`config.mk`:
```
export PLATFORM = sky130hd
export DESIGN_NAME = rbg_backup_gate
export DESIGN_NICKNAME = d
export VERILOG_FILES = /design/src/hdl/rbg_backup_gate.v
export VERILOG_INCLUDE_DIRS = /design/src /design/src/shared
export SDC_FILE = /design/constraint.sdc
export NUM_CORES = 1
export LEC_CHECK = 0
export BUFFER_PORTS_ARGS = -buffer_cell sky130_fd_sc_hd__buf_2
export CORE_ASPECT_RATIO = 0.7
export CORE_MARGIN = 4
export CORE_UTILIZATION = 47
export CTS_BUF_LIST = sky130_fd_sc_hd__clkbuf_8 sky130_fd_sc_hd__clkbuf_16
export DETAILED_ROUTE_END_ITERATION = 12
export PLACE_DENSITY = 0.77
export RECOVER_POWER = 100
export SKIP_LAST_GASP = 1
export SYNTH_ARGS = -nofsm -noshare
export SYNTH_HDL_FRONTEND = slang
export SYNTH_SLANG_ARGS = --single-unit
```
`constraint.sdc`:
```
create_clock -name clk -period 1.9 [get_ports clk]
set_input_delay 0.38 -clock clk [delete_from_list [all_inputs] [get_ports clk]]
set_output_delay 0.38 -clock clk [all_outputs]
set_load 0.02 [all_outputs]
```
`src/shared/rbg_map.vh`:
```
// Register offsets, field positions and reset values of the backup bus gate and alarm block
// Notes on behaviour
// - While the main supply is under the reset threshold the serial bus is disabled, whatever the mode bits say.
// - Mode A (both select bits 0) uses standard switchover at the trip threshold, denies bus and EEPROM in backup, and keeps the interrupt output alive.
// - In mode A the bus works down to the reset threshold and is off every time the part enters battery backup.
// - Mode B (bus-in-backup 0, switchover 1) switches at supply below battery and allows bus and EEPROM in backup only while battery and supply are both above the reset threshold.
// - Mode C (bus-in-backup 1, switchover 0) behaves exactly like mode A.
// - Mode D (both bits 1) switches at supply below battery and allows the bus only while supply is above both the reset threshold and the battery.
// - The interrupt/frequency output stays driven during battery backup in all four modes.
// - After reset the standard backup mode is selected until software changes the mode bits.
// - Each of the six alarm-0 registers holds an enable in bit 7 and a BCD compare value in the low bits.
// - An alarm register with its enable clear is left out of the match.
// - With the repeat select bit 0 the alarm fires once, when every enabled field equals the current time.
`ifndef RBG_MAP_VH
`define RBG_MAP_VH
`define RBG_OFF_ALM_SEC   12'h000
`define RBG_OFF_ALM_MIN   12'h004
`define RBG_OFF_ALM_HR    12'h008
`define RBG_OFF_ALM_DATE  12'h00c
`define RBG_OFF_ALM_MON   12'h010
`define RBG_OFF_ALM_WDAY  12'h014
`define RBG_OFF_CTRL      12'h018
`define RBG_OFF_STATUS    12'h01c
`define RBG_OFF_MASK      12'h020
`define RBG_OFF_TIME0     12'h024
`define RBG_OFF_TIME1     12'h028
`define RBG_ALM_EN_BIT    7
`define RBG_CTRL_SWSEL    0
`define RBG_CTRL_BIBSEL   1
`define RBG_CTRL_REPEAT   2
`define RBG_CTRL_ARM      3
`define RBG_ST_ALARM      0
`define RBG_ST_BUSLOSS    1
`define RBG_ALM_RESET     8'h00
`define RBG_CTRL_RESET    4'h0
`define RBG_MASK_RESET    2'h0
`endif

```
`src/hdl/rbg_backup_gate.v`:
```
// Backup bus gate, alarm 0 compare and APB register file
//
// Chosen here: the APB slave port and the address map.
`include "rbg_map.vh"
module rbg_backup_gate (
  // Clock and reset
  input  wire        clk,
  input  wire        resetn,
  // APB slave
  input  wire        psel,
  input  wire        penable,
  input  wire        pwrite,
  input  wire [11:0] paddr,
  input  wire [31:0] pwdata,
  output reg  [31:0] prdata,
  output reg         pready,
  output reg         pslverr,
  // Supply comparators
  input  wire        vddAboveReset,
  input  wire        vddAboveTrip,
  input  wire        vddAboveBat,
  input  wire        batAboveReset,
  // Timekeeping inputs
  input  wire        secondTick,
  input  wire [7:0]  timeSeconds,
  input  wire [7:0]  timeMinutes,
  input  wire [7:0]  timeHours,
  input  wire [7:0]  timeDate,
  input  wire [7:0]  timeMonth,
  input  wire [7:0]  timeWeekday,
  // Outputs
  output reg         busEnable,
  output reg         eepromEnable,
  output reg         batteryBackup,
  output reg         freqOutEnable,
  output reg         alarmPulse,
  output reg         irq
);

  // ----------------------------------------------------------------
  // Registers
  // ----------------------------------------------------------------
  reg [7:0] alarm0_seconds;
  reg [7:0] alarm0_minutes;
  reg [7:0] alarm0_hours;
  reg [7:0] alarm0_date;
  reg [7:0] alarm0_month;
  reg [7:0] alarm0_weekday;
  reg       switchover_select;
  reg       bus_in_backup_select;
  reg       interrupt_repeat_select;
  reg       alarmArmed;
  reg [1:0] mask;

  wire       setupWr = psel & ~penable & pwrite;
  wire       accWr   = psel & penable & pwrite & pready;
  wire       accRd   = psel & penable & ~pwrite & pready;
  wire [1:0] modeSel = {bus_in_backup_select, switchover_select};
  wire [1:0] status;

  // ----------------------------------------------------------------
  // Power path and bus gate
  // ----------------------------------------------------------------
  reg next_backup;
  reg next_bus;
  reg next_eeprom;
  always @* begin
    next_backup = 1'b0;
    next_bus    = 1'b0;
    next_eeprom = 1'b0;
    case (modeSel)
      2'b00, 2'b10: begin
        // Supply passes the reset level before trip, so backup always finds the bus off
        next_backup = ~vddAboveTrip;
        next_bus    = vddAboveReset & ~next_backup;
        next_eeprom = next_bus;
      end
      2'b01: begin
        // Battery switchover; the bus may stay up in backup while the battery is above reset
        next_backup = ~vddAboveBat;
        next_bus    = vddAboveReset & (~next_backup | batAboveReset);
        next_eeprom = next_bus;
      end
      2'b11: begin
        // The bus needs a supply above both the reset level and the battery
        next_backup = ~vddAboveBat;
        next_bus    = vddAboveReset & vddAboveBat;
        next_eeprom = next_bus;
      end
      default: begin
        next_backup = 1'b0;
        next_bus    = 1'b0;
        next_eeprom = 1'b0;
      end
    endcase
    if (!vddAboveReset) begin
      next_bus    = 1'b0;
      next_eeprom = 1'b0;
    end
  end

  // Registered so a comparator edge never reaches the gate outputs as a glitch
  always @(posedge clk) begin
    if (!resetn) begin
      busEnable     <= 1'b0;
      eepromEnable  <= 1'b0;
      batteryBackup <= 1'b0;
      freqOutEnable <= 1'b1;
    end else begin
      busEnable     <= next_bus;
      eepromEnable  <= next_eeprom;
      batteryBackup <= next_backup;
      freqOutEnable <= 1'b1;
    end
  end

  // ----------------------------------------------------------------
  // Alarm 0 compare
  // ----------------------------------------------------------------
  wire [5:0] fieldEn;
  wire [5:0] fieldHit;

  rbg_field_cmp rbg_field_cmp_sec_inst (
    .alarmField   (alarm0_seconds),
    .timeField    (timeSeconds),
    .fieldEnabled (fieldEn[0]),
    .fieldOk      (fieldHit[0])
  );

  rbg_field_cmp rbg_field_cmp_min_inst (
    .alarmField   (alarm0_minutes),
    .timeField    (timeMinutes),
    .fieldEnabled (fieldEn[1]),
    .fieldOk      (fieldHit[1])
  );

  rbg_field_cmp rbg_field_cmp_hr_inst (
    .alarmField   (alarm0_hours),
    .timeField    (timeHours),
    .fieldEnabled (fieldEn[2]),
    .fieldOk      (fieldHit[2])
  );

  rbg_field_cmp rbg_field_cmp_date_inst (
    .alarmField   (alarm0_date),
    .timeField    (timeDate),
    .fieldEnabled (fieldEn[3]),
    .fieldOk      (fieldHit[3])
  );

  rbg_field_cmp rbg_field_cmp_mon_inst (
    .alarmField   (alarm0_month),
    .timeField    (timeMonth),
    .fieldEnabled (fieldEn[4]),
    .fieldOk      (fieldHit[4])
  );

  rbg_field_cmp rbg_field_cmp_wday_inst (
    .alarmField   (alarm0_weekday),
    .timeField    (timeWeekday),
    .fieldEnabled (fieldEn[5]),
    .fieldOk      (fieldHit[5])
  );

  // ----------------------------------------------------------------
  // Match and fire
  // ----------------------------------------------------------------
  // With no field enabled the alarm would hit every second, so it stays quiet
  wire anyEnabled = |fieldEn;
  wire match      = anyEnabled & (&fieldHit);
  // Single mode disarms itself; repeat mode keeps firing
  wire       fire    = secondTick & match & alarmArmed;
  wire       busLoss = busEnable & ~next_bus;
  wire [1:0] evt     = {busLoss, fire};

  // ----------------------------------------------------------------
  // Address decode
  // ----------------------------------------------------------------
  // Anything past the last word or off a word boundary is answered with an error
  wire addrAligned = (paddr[1:0] == 2'b00);
  wire addrInRange = (paddr <= `RBG_OFF_TIME1);
  wire addrBad     = ~addrAligned | ~addrInRange;

  // ----------------------------------------------------------------
  // Read data
  // ----------------------------------------------------------------
  // Status shows this edge's events too, since the clearing read would otherwise drop them
  reg [31:0] next_rdata;
  always @* begin
    next_rdata = 32'h00000000;
    case (paddr)
      `RBG_OFF_ALM_SEC:  next_rdata = {24'h000000, alarm0_seconds};
      `RBG_OFF_ALM_MIN:  next_rdata = {24'h000000, alarm0_minutes};
      `RBG_OFF_ALM_HR:   next_rdata = {24'h000000, alarm0_hours};
      `RBG_OFF_ALM_DATE: next_rdata = {24'h000000, alarm0_date};
      `RBG_OFF_ALM_MON:  next_rdata = {24'h000000, alarm0_month};
      `RBG_OFF_ALM_WDAY: next_rdata = {24'h000000, alarm0_weekday};
      `RBG_OFF_CTRL:     next_rdata = {28'h0000000, alarmArmed, interrupt_repeat_select,
                                       bus_in_backup_select, switchover_select};
      `RBG_OFF_STATUS:   next_rdata = {30'h0, status | evt};
      `RBG_OFF_MASK:     next_rdata = {30'h0, mask};
      `RBG_OFF_TIME0:    next_rdata = {timeHours, timeMinutes, timeSeconds, 8'h00};
      `RBG_OFF_TIME1:    next_rdata = {5'h0, batteryBackup, eepromEnable, busEnable,
                                       timeWeekday, timeMonth, timeDate};
      default:           next_rdata = 32'h00000000;
    endcase
  end

  // ----------------------------------------------------------------
  // APB register file
  // ----------------------------------------------------------------
  always @(posedge clk) begin
    if (!resetn) begin
      alarm0_seconds          <= `RBG_ALM_RESET;
      alarm0_minutes          <= `RBG_ALM_RESET;
      alarm0_hours            <= `RBG_ALM_RESET;
      alarm0_date             <= `RBG_ALM_RESET;
      alarm0_month            <= `RBG_ALM_RESET;
      alarm0_weekday          <= `RBG_ALM_RESET;
      switchover_select       <= 1'b0;
      bus_in_backup_select    <= 1'b0;
      interrupt_repeat_select <= 1'b0;
      alarmArmed              <= 1'b0;
      mask                    <= `RBG_MASK_RESET;
      pready                  <= 1'b0;
      pslverr                 <= 1'b0;
      prdata                  <= 32'h00000000;
      alarmPulse              <= 1'b0;
    end else begin
      pready     <= setupWr | (psel & ~penable);
      alarmPulse <= fire;
      if (fire && !interrupt_repeat_select)
        alarmArmed <= 1'b0;
      // The error flag stands only for the access cycle after its setup
      pslverr <= 1'b0;
      if (psel & ~penable) begin
        pslverr <= addrBad;
        prdata  <= pwrite ? 32'h00000000 : next_rdata;
      end
      // A write lands only at the access edge, with ready high
      if (accWr) begin
        case (paddr)
          `RBG_OFF_ALM_SEC:  alarm0_seconds <= pwdata[7:0];
          `RBG_OFF_ALM_MIN:  alarm0_minutes <= pwdata[7:0];
          `RBG_OFF_ALM_HR:   alarm0_hours   <= pwdata[7:0];
          `RBG_OFF_ALM_DATE: alarm0_date    <= pwdata[7:0];
          `RBG_OFF_ALM_MON:  alarm0_month   <= pwdata[7:0];
          `RBG_OFF_ALM_WDAY: alarm0_weekday <= pwdata[7:0];
          `RBG_OFF_CTRL: begin
            switchover_select       <= pwdata[`RBG_CTRL_SWSEL];
            bus_in_backup_select    <= pwdata[`RBG_CTRL_BIBSEL];
            interrupt_repeat_select <= pwdata[`RBG_CTRL_REPEAT];
            alarmArmed              <= pwdata[`RBG_CTRL_ARM];
          end
          `RBG_OFF_MASK: mask <= pwdata[1:0];
          default: ;
        endcase
      end
    end
  end

  // ----------------------------------------------------------------
  // Interrupt status
  // ----------------------------------------------------------------
  // A read clears status, but an event in the same cycle survives
  wire       rdStatus   = accRd & (paddr == `RBG_OFF_STATUS);
  wire [1:0] nextStatus = (rdStatus ? 2'b00 : status) | evt;

  rbg_sticky_flag rbg_sticky_flag_alarm_inst (
    .clk       (clk),
    .resetn    (resetn),
    .setEvent  (evt[`RBG_ST_ALARM]),
    .clearRead (rdStatus),
    .flag      (status[`RBG_ST_ALARM])
  );

  rbg_sticky_flag rbg_sticky_flag_busloss_inst (
    .clk       (clk),
    .resetn    (resetn),
    .setEvent  (evt[`RBG_ST_BUSLOSS]),
    .clearRead (rdStatus),
    .flag      (status[`RBG_ST_BUSLOSS])
  );

  // The level follows the status of this edge, so it drops together with the clearing read
  always @(posedge clk) begin
    if (!resetn) begin
      irq <= 1'b0;
    end else begin
      irq <= |(nextStatus & mask);
    end
  end

endmodule

// ----------------------------------------------------------------
// One alarm field against the current time
// ----------------------------------------------------------------
module rbg_field_cmp #(
  parameter FIELD_W = 8
) (
  // Alarm register and current time
  input  wire [FIELD_W-1:0] alarmField,
  input  wire [FIELD_W-1:0] timeField,
  // Compare result
  output wire               fieldEnabled,
  output wire               fieldOk
);

  // The top bit enables the field; the BCD value below it is compared as stored
  assign fieldEnabled = alarmField[`RBG_ALM_EN_BIT];
  // A disabled field is left out of the match
  assign fieldOk      = ~alarmField[`RBG_ALM_EN_BIT] |
                        (alarmField[`RBG_ALM_EN_BIT-1:0] == timeField[`RBG_ALM_EN_BIT-1:0]);

endmodule

// ----------------------------------------------------------------
// Sticky status flag, cleared by a read
// ----------------------------------------------------------------
module rbg_sticky_flag (
  // Clock and reset
  input  wire clk,
  input  wire resetn,
  // Event and clearing read
  input  wire setEvent,
  input  wire clearRead,
  // Flag
  output reg  flag
);

  // Set wins over the clearing read so that no event is lost
  always @(posedge clk) begin
    if (!resetn) begin
      flag <= 1'b0;
    end else begin
      flag <= (flag & ~clearRead) | setEvent;
    end
  end

endmodule

```
* Word level (Yosys, flattened, before mapping)
Cells that the tools add are included.
Word-level totals: output and inout bits 40, register bits after elaboration 94, latch bits 0, input bits 102, memory bits (writable) 0, bits in read-only memories 0, word-level logic and storage cells 113, memories kept 0
Cells by class: bitwise logic cells 45, multiply operators 0, muxes and demuxes 9, reduce and logical (&&, ||, !) cells 19, shifts and indexed selects 0, add/sub/neg operators 0, magnitude comparators 1, div/mod/pow operators 0, equal/unequal tests 19
Operators with widths (count):
- 32-bit one-hot mux with 11 select lines | 1
- 12-bit by 5-bit equality test with 1-bit output (second input constant) | 4
- 7-bit equality test | 6
- 12-bit by 6-bit equality test with 1-bit output (second input constant) | 3
- 32-bit 2-to-1 mux | 1
- 12-bit by 4-bit equality test with 1-bit output (second input constant) | 2
- 2-bit AND reduction | 9
- 1-bit bitwise AND | 17
- 1-bit NOT | 14
- 12-bit by 3-bit equality test with 1-bit output (second input constant) | 1
- 12-bit by 6-bit <= comparator with 1-bit output (second input constant) | 1
- 12-bit zero test | 1
- 1-bit OR | 11
- 6-bit AND reduction | 1
- 2-bit OR reduction | 3
- 6-bit OR reduction | 1
- 2-bit equality test (second input constant) | 2
- 2-bit zero test | 2
- 1-bit 2-to-1 mux | 4
- 2-bit OR | 2
- 1-bit one-hot mux with 3 select lines | 1
- 2-bit bitwise AND | 1
- 2-bit by 1-bit equality test with 1-bit output (second input constant) | 1
- 2-bit 2-to-1 mux | 1
- other kinds (3) | 3

* Longest topological paths before layout
depth after elaboration 10, gate-level depth with buffers 8, mapped depth without buffers 6

* Hierarchy
A second synthesis with hierarchy kept.
Unflattened totals: cell total of the unflattened synthesis 563, area, all modules 4884.7 µm²
By module, submodules not included:
- rbg_backup_gate | instances 1, area each 4254.1 µm², seq. area each 1841.8 µm², cells each 497
- rbg_field_cmp | instances 6, area each 91.3 µm², seq. area each 0.0 µm², cells each 10
- rbg_sticky_flag | instances 2, area each 41.3 µm², seq. area each 20.0 µm², cells each 3

* Worst setup path after synthesis
OpenSTA, ideal clock, no wires.
path type input to register, start in paddr[7], end reg alarm0_date[0], required time 1772 ps, slack -116 ps, cell stages on the path 5, buffers on the path 0, arrival time 1889 ps, setup time 128 ps, cell sequence nor4_4 > nand3_1 > nor3_2 > mux2i_1 > nor2_1
Between the ends: cells in the longest elaborated chain, start to end 2
RTL lines:
- from (decl) | line rbg_backup_gate.v:13 | input wire [11:0] paddr,
- 12-bit by 4-bit equality test with 1-bit output | line rbg_backup_gate.v:242 | case (paddr)
- 2-bit AND reduction (no line)
- to (signal assigned) | line rbg_backup_gate.v:217 | alarm0_date <= `RBG_ALM_RESET;
- to (signal assigned) | line rbg_backup_gate.v:246 | `RBG_OFF_ALM_DATE: alarm0_date <= pwdata[7:0];
- to (decl) | line rbg_backup_gate.v:46 | reg [7:0] alarm0_date;
No other way between the ends. A chain may end at the register's enable or synchronous reset.

* Worst setup path after layout
start reg alarm0_month[7], end reg prdata[0]
Between the ends: cells in the longest elaborated chain, start to end 9, elaborated cells on any way between the ends 10, classes of those cells 2 x mux; 6 x bitwise; 2 x reduce/logical
RTL lines:
- from (decl) | line rbg_backup_gate.v:47 | reg [7:0] alarm0_month;
- from (signal assigned) | line rbg_backup_gate.v:218 | alarm0_month <= `RBG_ALM_RESET;
- from (signal assigned) | line rbg_backup_gate.v:247 | `RBG_OFF_ALM_MON: alarm0_month <= pwdata[7:0];
- 1-bit NOT | line rbg_backup_gate.v:313 | assign fieldOk = ~alarmField[`RBG_ALM_EN_BIT] |
- 1-bit OR | line rbg_backup_gate.v:313
- 6-bit AND reduction | line rbg_backup_gate.v:170 | wire match = anyEnabled & (&fieldHit);
- 1-bit bitwise AND * | line rbg_backup_gate.v:170
- 1-bit bitwise AND * (2 in series) | line rbg_backup_gate.v:172 | wire fire = secondTick & match & alarmArmed;
- 2-bit OR * | line rbg_backup_gate.v:200 | `RBG_OFF_STATUS: next_rdata = {30'h0, status | evt};
- 32-bit one-hot mux with 11 select lines * | line rbg_backup_gate.v:191 | case (paddr)
- 32-bit 2-to-1 mux * | line rbg_backup_gate.v:238 | prdata <= pwrite ? 32'h00000000 : next_rdata;
- to (signal assigned) | line rbg_backup_gate.v:238
- to (decl) | line rbg_backup_gate.v:15 | output reg [31:0] prdata,
Every way passes the cells marked *; elsewhere a longest branch is shown, timed or not.

==> metrics.md <==
| Metric | Value |
|---|---|
| Fin nets | 760 |
| Peak VDD IR | 487 µV |
| CP Capture Type | flop |
| Design Area, Final | 6130 µm² |
| Clock sink total | 94 |
| Fin crit period | 1.85 ns |
| Peak Freq | between 0.5 and 0.6 GHz |
| # rows | 30 |
| Routed WL | 14,700 µm |
| Ys flop type | dfxtp_1 |
| Area Growth Syn to Fin | 29.7% |
| Post-DR wirelength/cell | 18.6 µm |
| Final slew viol count | 0 |
| Core ar. | 9760 µm² |
| Drt pass-1 iters | 6 |
| Worst Skew | slightly above 0.007 ns |
| Post-Layout Cell Count | 791 |
| Ant diodes | 0 |
| Leak | approximately 2.3 nW |
| Final setup margin | 0.0485 ns |
| CP arrival | 2.09 ns |
| Number of buffers created by CTS | 9 |
| Worst-path clk slew | 0.07 ns |
| Setup TNS | 0 ns |
| Max clock buf depth | 2 |
| Commonest non-fill, non-tap cells in the layout | dfxtp_1 (91), buf_2 (74), nor2_1 (71) |
| Mapped Area | ~4700 µm² |
| Iteration-0 DRC Markers | 324 |
| Cells after DPL | slightly below 800 |
| Worst-path fanout max | 4 |
| Register area share after synthesis | approximately two fifths |
| Most common cell after layout, fill and taps aside | dfxtp_1 |
| Worst Tran Pin Value | 0.628 ns |
| PD cells | 737 nW/µm² |
| Syn Area/Cell | 9.42 µm² |
| Grt ovf | 0 |
| Vias post-DR | 4,571 |
| Yosys cell types | 59 |
| Vias in the first global route | 4,450 |
| Initial antenna violation count | 0 |
| Area leader, netlist | dfxtp_1 |
| Post-DR vias/cell | a little under 6 |
| Die H | 91.9 µm |
| HPWL Detailed | 11,400 µm |
| Final setup viols | 0 |
| Post-synth EDFFs | 0 |
| Worst setup path class | reg2reg |
| Clock latency on the worst-skew pair | roughly 0.35 ns |
| Routed Antenna Nets | 0 |
| Post-synth top area share | 39.8% |
| DRC | 0 |
| Synthesis-stage register bit count | 94 |
| First-pass GRT wire length | 23,100 µm |
| Port-buffer cells | 116 |
| Htree depth | 3 |
| Syn Inst Count | 502 |
| Slew HR | between 50% and 60% |
| Pre-CTS setup slack | -0.226 ns |
| Flop2flop setup slack | 0.05 ns |
| Final hold slack | 0.288 ns |
| Run status | finished clean |
| Worst setup SP type | flop |
| Tot GR Track Use | 25.2% |
| Area of placed instances | roughly 5900 µm² |
| Total of max-cap violations | 0 |
| Io pins | 142 |
| Final Cycle Share | between 90% and 100% |
| Root buffer cell | clkbuf_16 |
| GPL Wtd Cong | 0.924 |
| Yosys warning count | 0 |
| Die area | 11,800 µm² |
| TritonCTS clock tree | built |
| Chip width | approximately 130 µm |
| Required @ worst endpoint | roughly 2.1 ns |
| RSZ-0062 raised after global routing | no |
| Post-synth ARST share | 0% |
| Largest net degree at the start of global routing | 66 |
| Syn nets | slightly above 600 |
| Min-delay worst type | in2reg |
| Initial Utilization | a little under 50% |
| Ranking of synthesized cells by area | dfxtp_1 (40%), mux2i_1 (12%), nor2_1 (5.7%), a22oi_1 (4.8%), xnor2_1 (4.4%) |
| Fraction of layout cells with a size suffix above 1 | 27.1% |
| Final Hold Fails | 0 |
[through the flow]
step	util (%)	total power, mW
after global placement	60.1	2.38
final	62.9	4.52
after global routing	62.9	4.67
after floorplan	-	2.19
after detailed placement	60.1	2.39
after CTS	63.9	4.56
[path summary, 6_finish.rpt]
| kind | depth (start not counted) | end | from |
|---|---|---|---|
| min | 3 | prdata[31] | timeHours[7] |
| min reg2reg | 2 | prdata[23] | prdata[23] |
| max | 5 | prdata[0] | alarm0_month[7] |
| max reg2reg | 5 | prdata[0] | alarm0_month[7] |
[power by group]
| group | switching [mW] | internal [mW] | total [mW] |
|---|---|---|---|
| clock network | 0.761 | 1.41 | 2.17 |
| registers | 0.00327 | 1.97 | 1.98 |
| logic | 0.220 | 0.152 | 0.372 |
[cell families (layout without fill, tap and decap cells)]
| group | after synthesis | in the layout | synth area share (%) |
|---|---|---|---|
| XOR/XNOR | 42 | 42 | 7.78 |
| AND/OR/NAND/NOR | 164 | 164 | 18.5 |
| flip-flops | 94 | 94 | 39.8 |
| buffers and inverters | 31 | 192 | 3.62 |
| multiplexers | 68 | 68 | 15.6 |
| other | 1 | 1 | 0.0793 |
| AO/OA/AOI/OAI | 102 | 102 | 14.6 |
[routing by layer]
metal / vias to the layer above / wire [µm] / GRT usage [%]
met5: - / 0 / 0
li1: 2131 / - / -
met4: 0 / 403 / 9.19
met1: 2186 / 6260 / 34.4
met3: 35 / 1420 / 6.52
met2: 219 / 6610 / 38.5
[flip-flops by register name, indices dropped and copies added (netlist names), 2 cells and up]
signal and count:
mask 2, alarm0_date 8, prdata 32, alarm0_hours 8, alarm0_minutes 8, alarm0_month 8, alarm0_weekday 8, alarm0_seconds 8
[repair_timing]
item | 4_1_cts | 5_1_grt
setup endpoints to repair | 1 | 6
hold endpoints to repair | 0 | 0
hold buffers | 0 | 0
pin swaps | 3 | 2
gates resized for setup | 3 | 5
setup buffers | 0 | 0
[Yosys cell counts (2+ instances only)]
cell type	count
xnor2_1	24
o21a_1	3
xor2_1	18
a221o_1	3
nand4_1	8
dlygate4sd1_1	2
mux2i_1	59
dfxtp_1	94
nor2b_1	6
mux4_2	4
clkbuf_1	11
nor3_2	3
o41ai_1	6
nand3_1	10
buf_2	6
a22oi_1	30
o311a_1	2
o21ai_0	13
buf_4	8
a31oi_1	3
nand2_1	33
a21boi_0	2
and3_1	2
nor4_4	5
mux2_2	5
inv_1	2
a21oi_1	28
nand2b_1	4
nor3b_1	2
nor2_1	72
and2b_2	3
nor3_1	4
[layout make-up]
| class | count | area, µm² |
|---|---|---|
| inverter | 2 | 7.51 |
| fill | 850 | 3620 |
| tap | 128 | 160 |
| clock inverter | 7 | 138 |
| multi-input combinational | 377 | 2710 |
| timing repair buffer | 174 | 1010 |
| sequential | 94 | 1890 |
| clock buffer | 9 | 225 |
[critical path, stage by stage, from the launching register on]
cell and delay (ns):
dfxtp_2 0.33, or4_4 0.52, o311a_1 0.31, nand4_1 0.16
nor2_4 0.10, o311a_1 0.33
No activity file was read; power rests on OpenSTA's default activity.
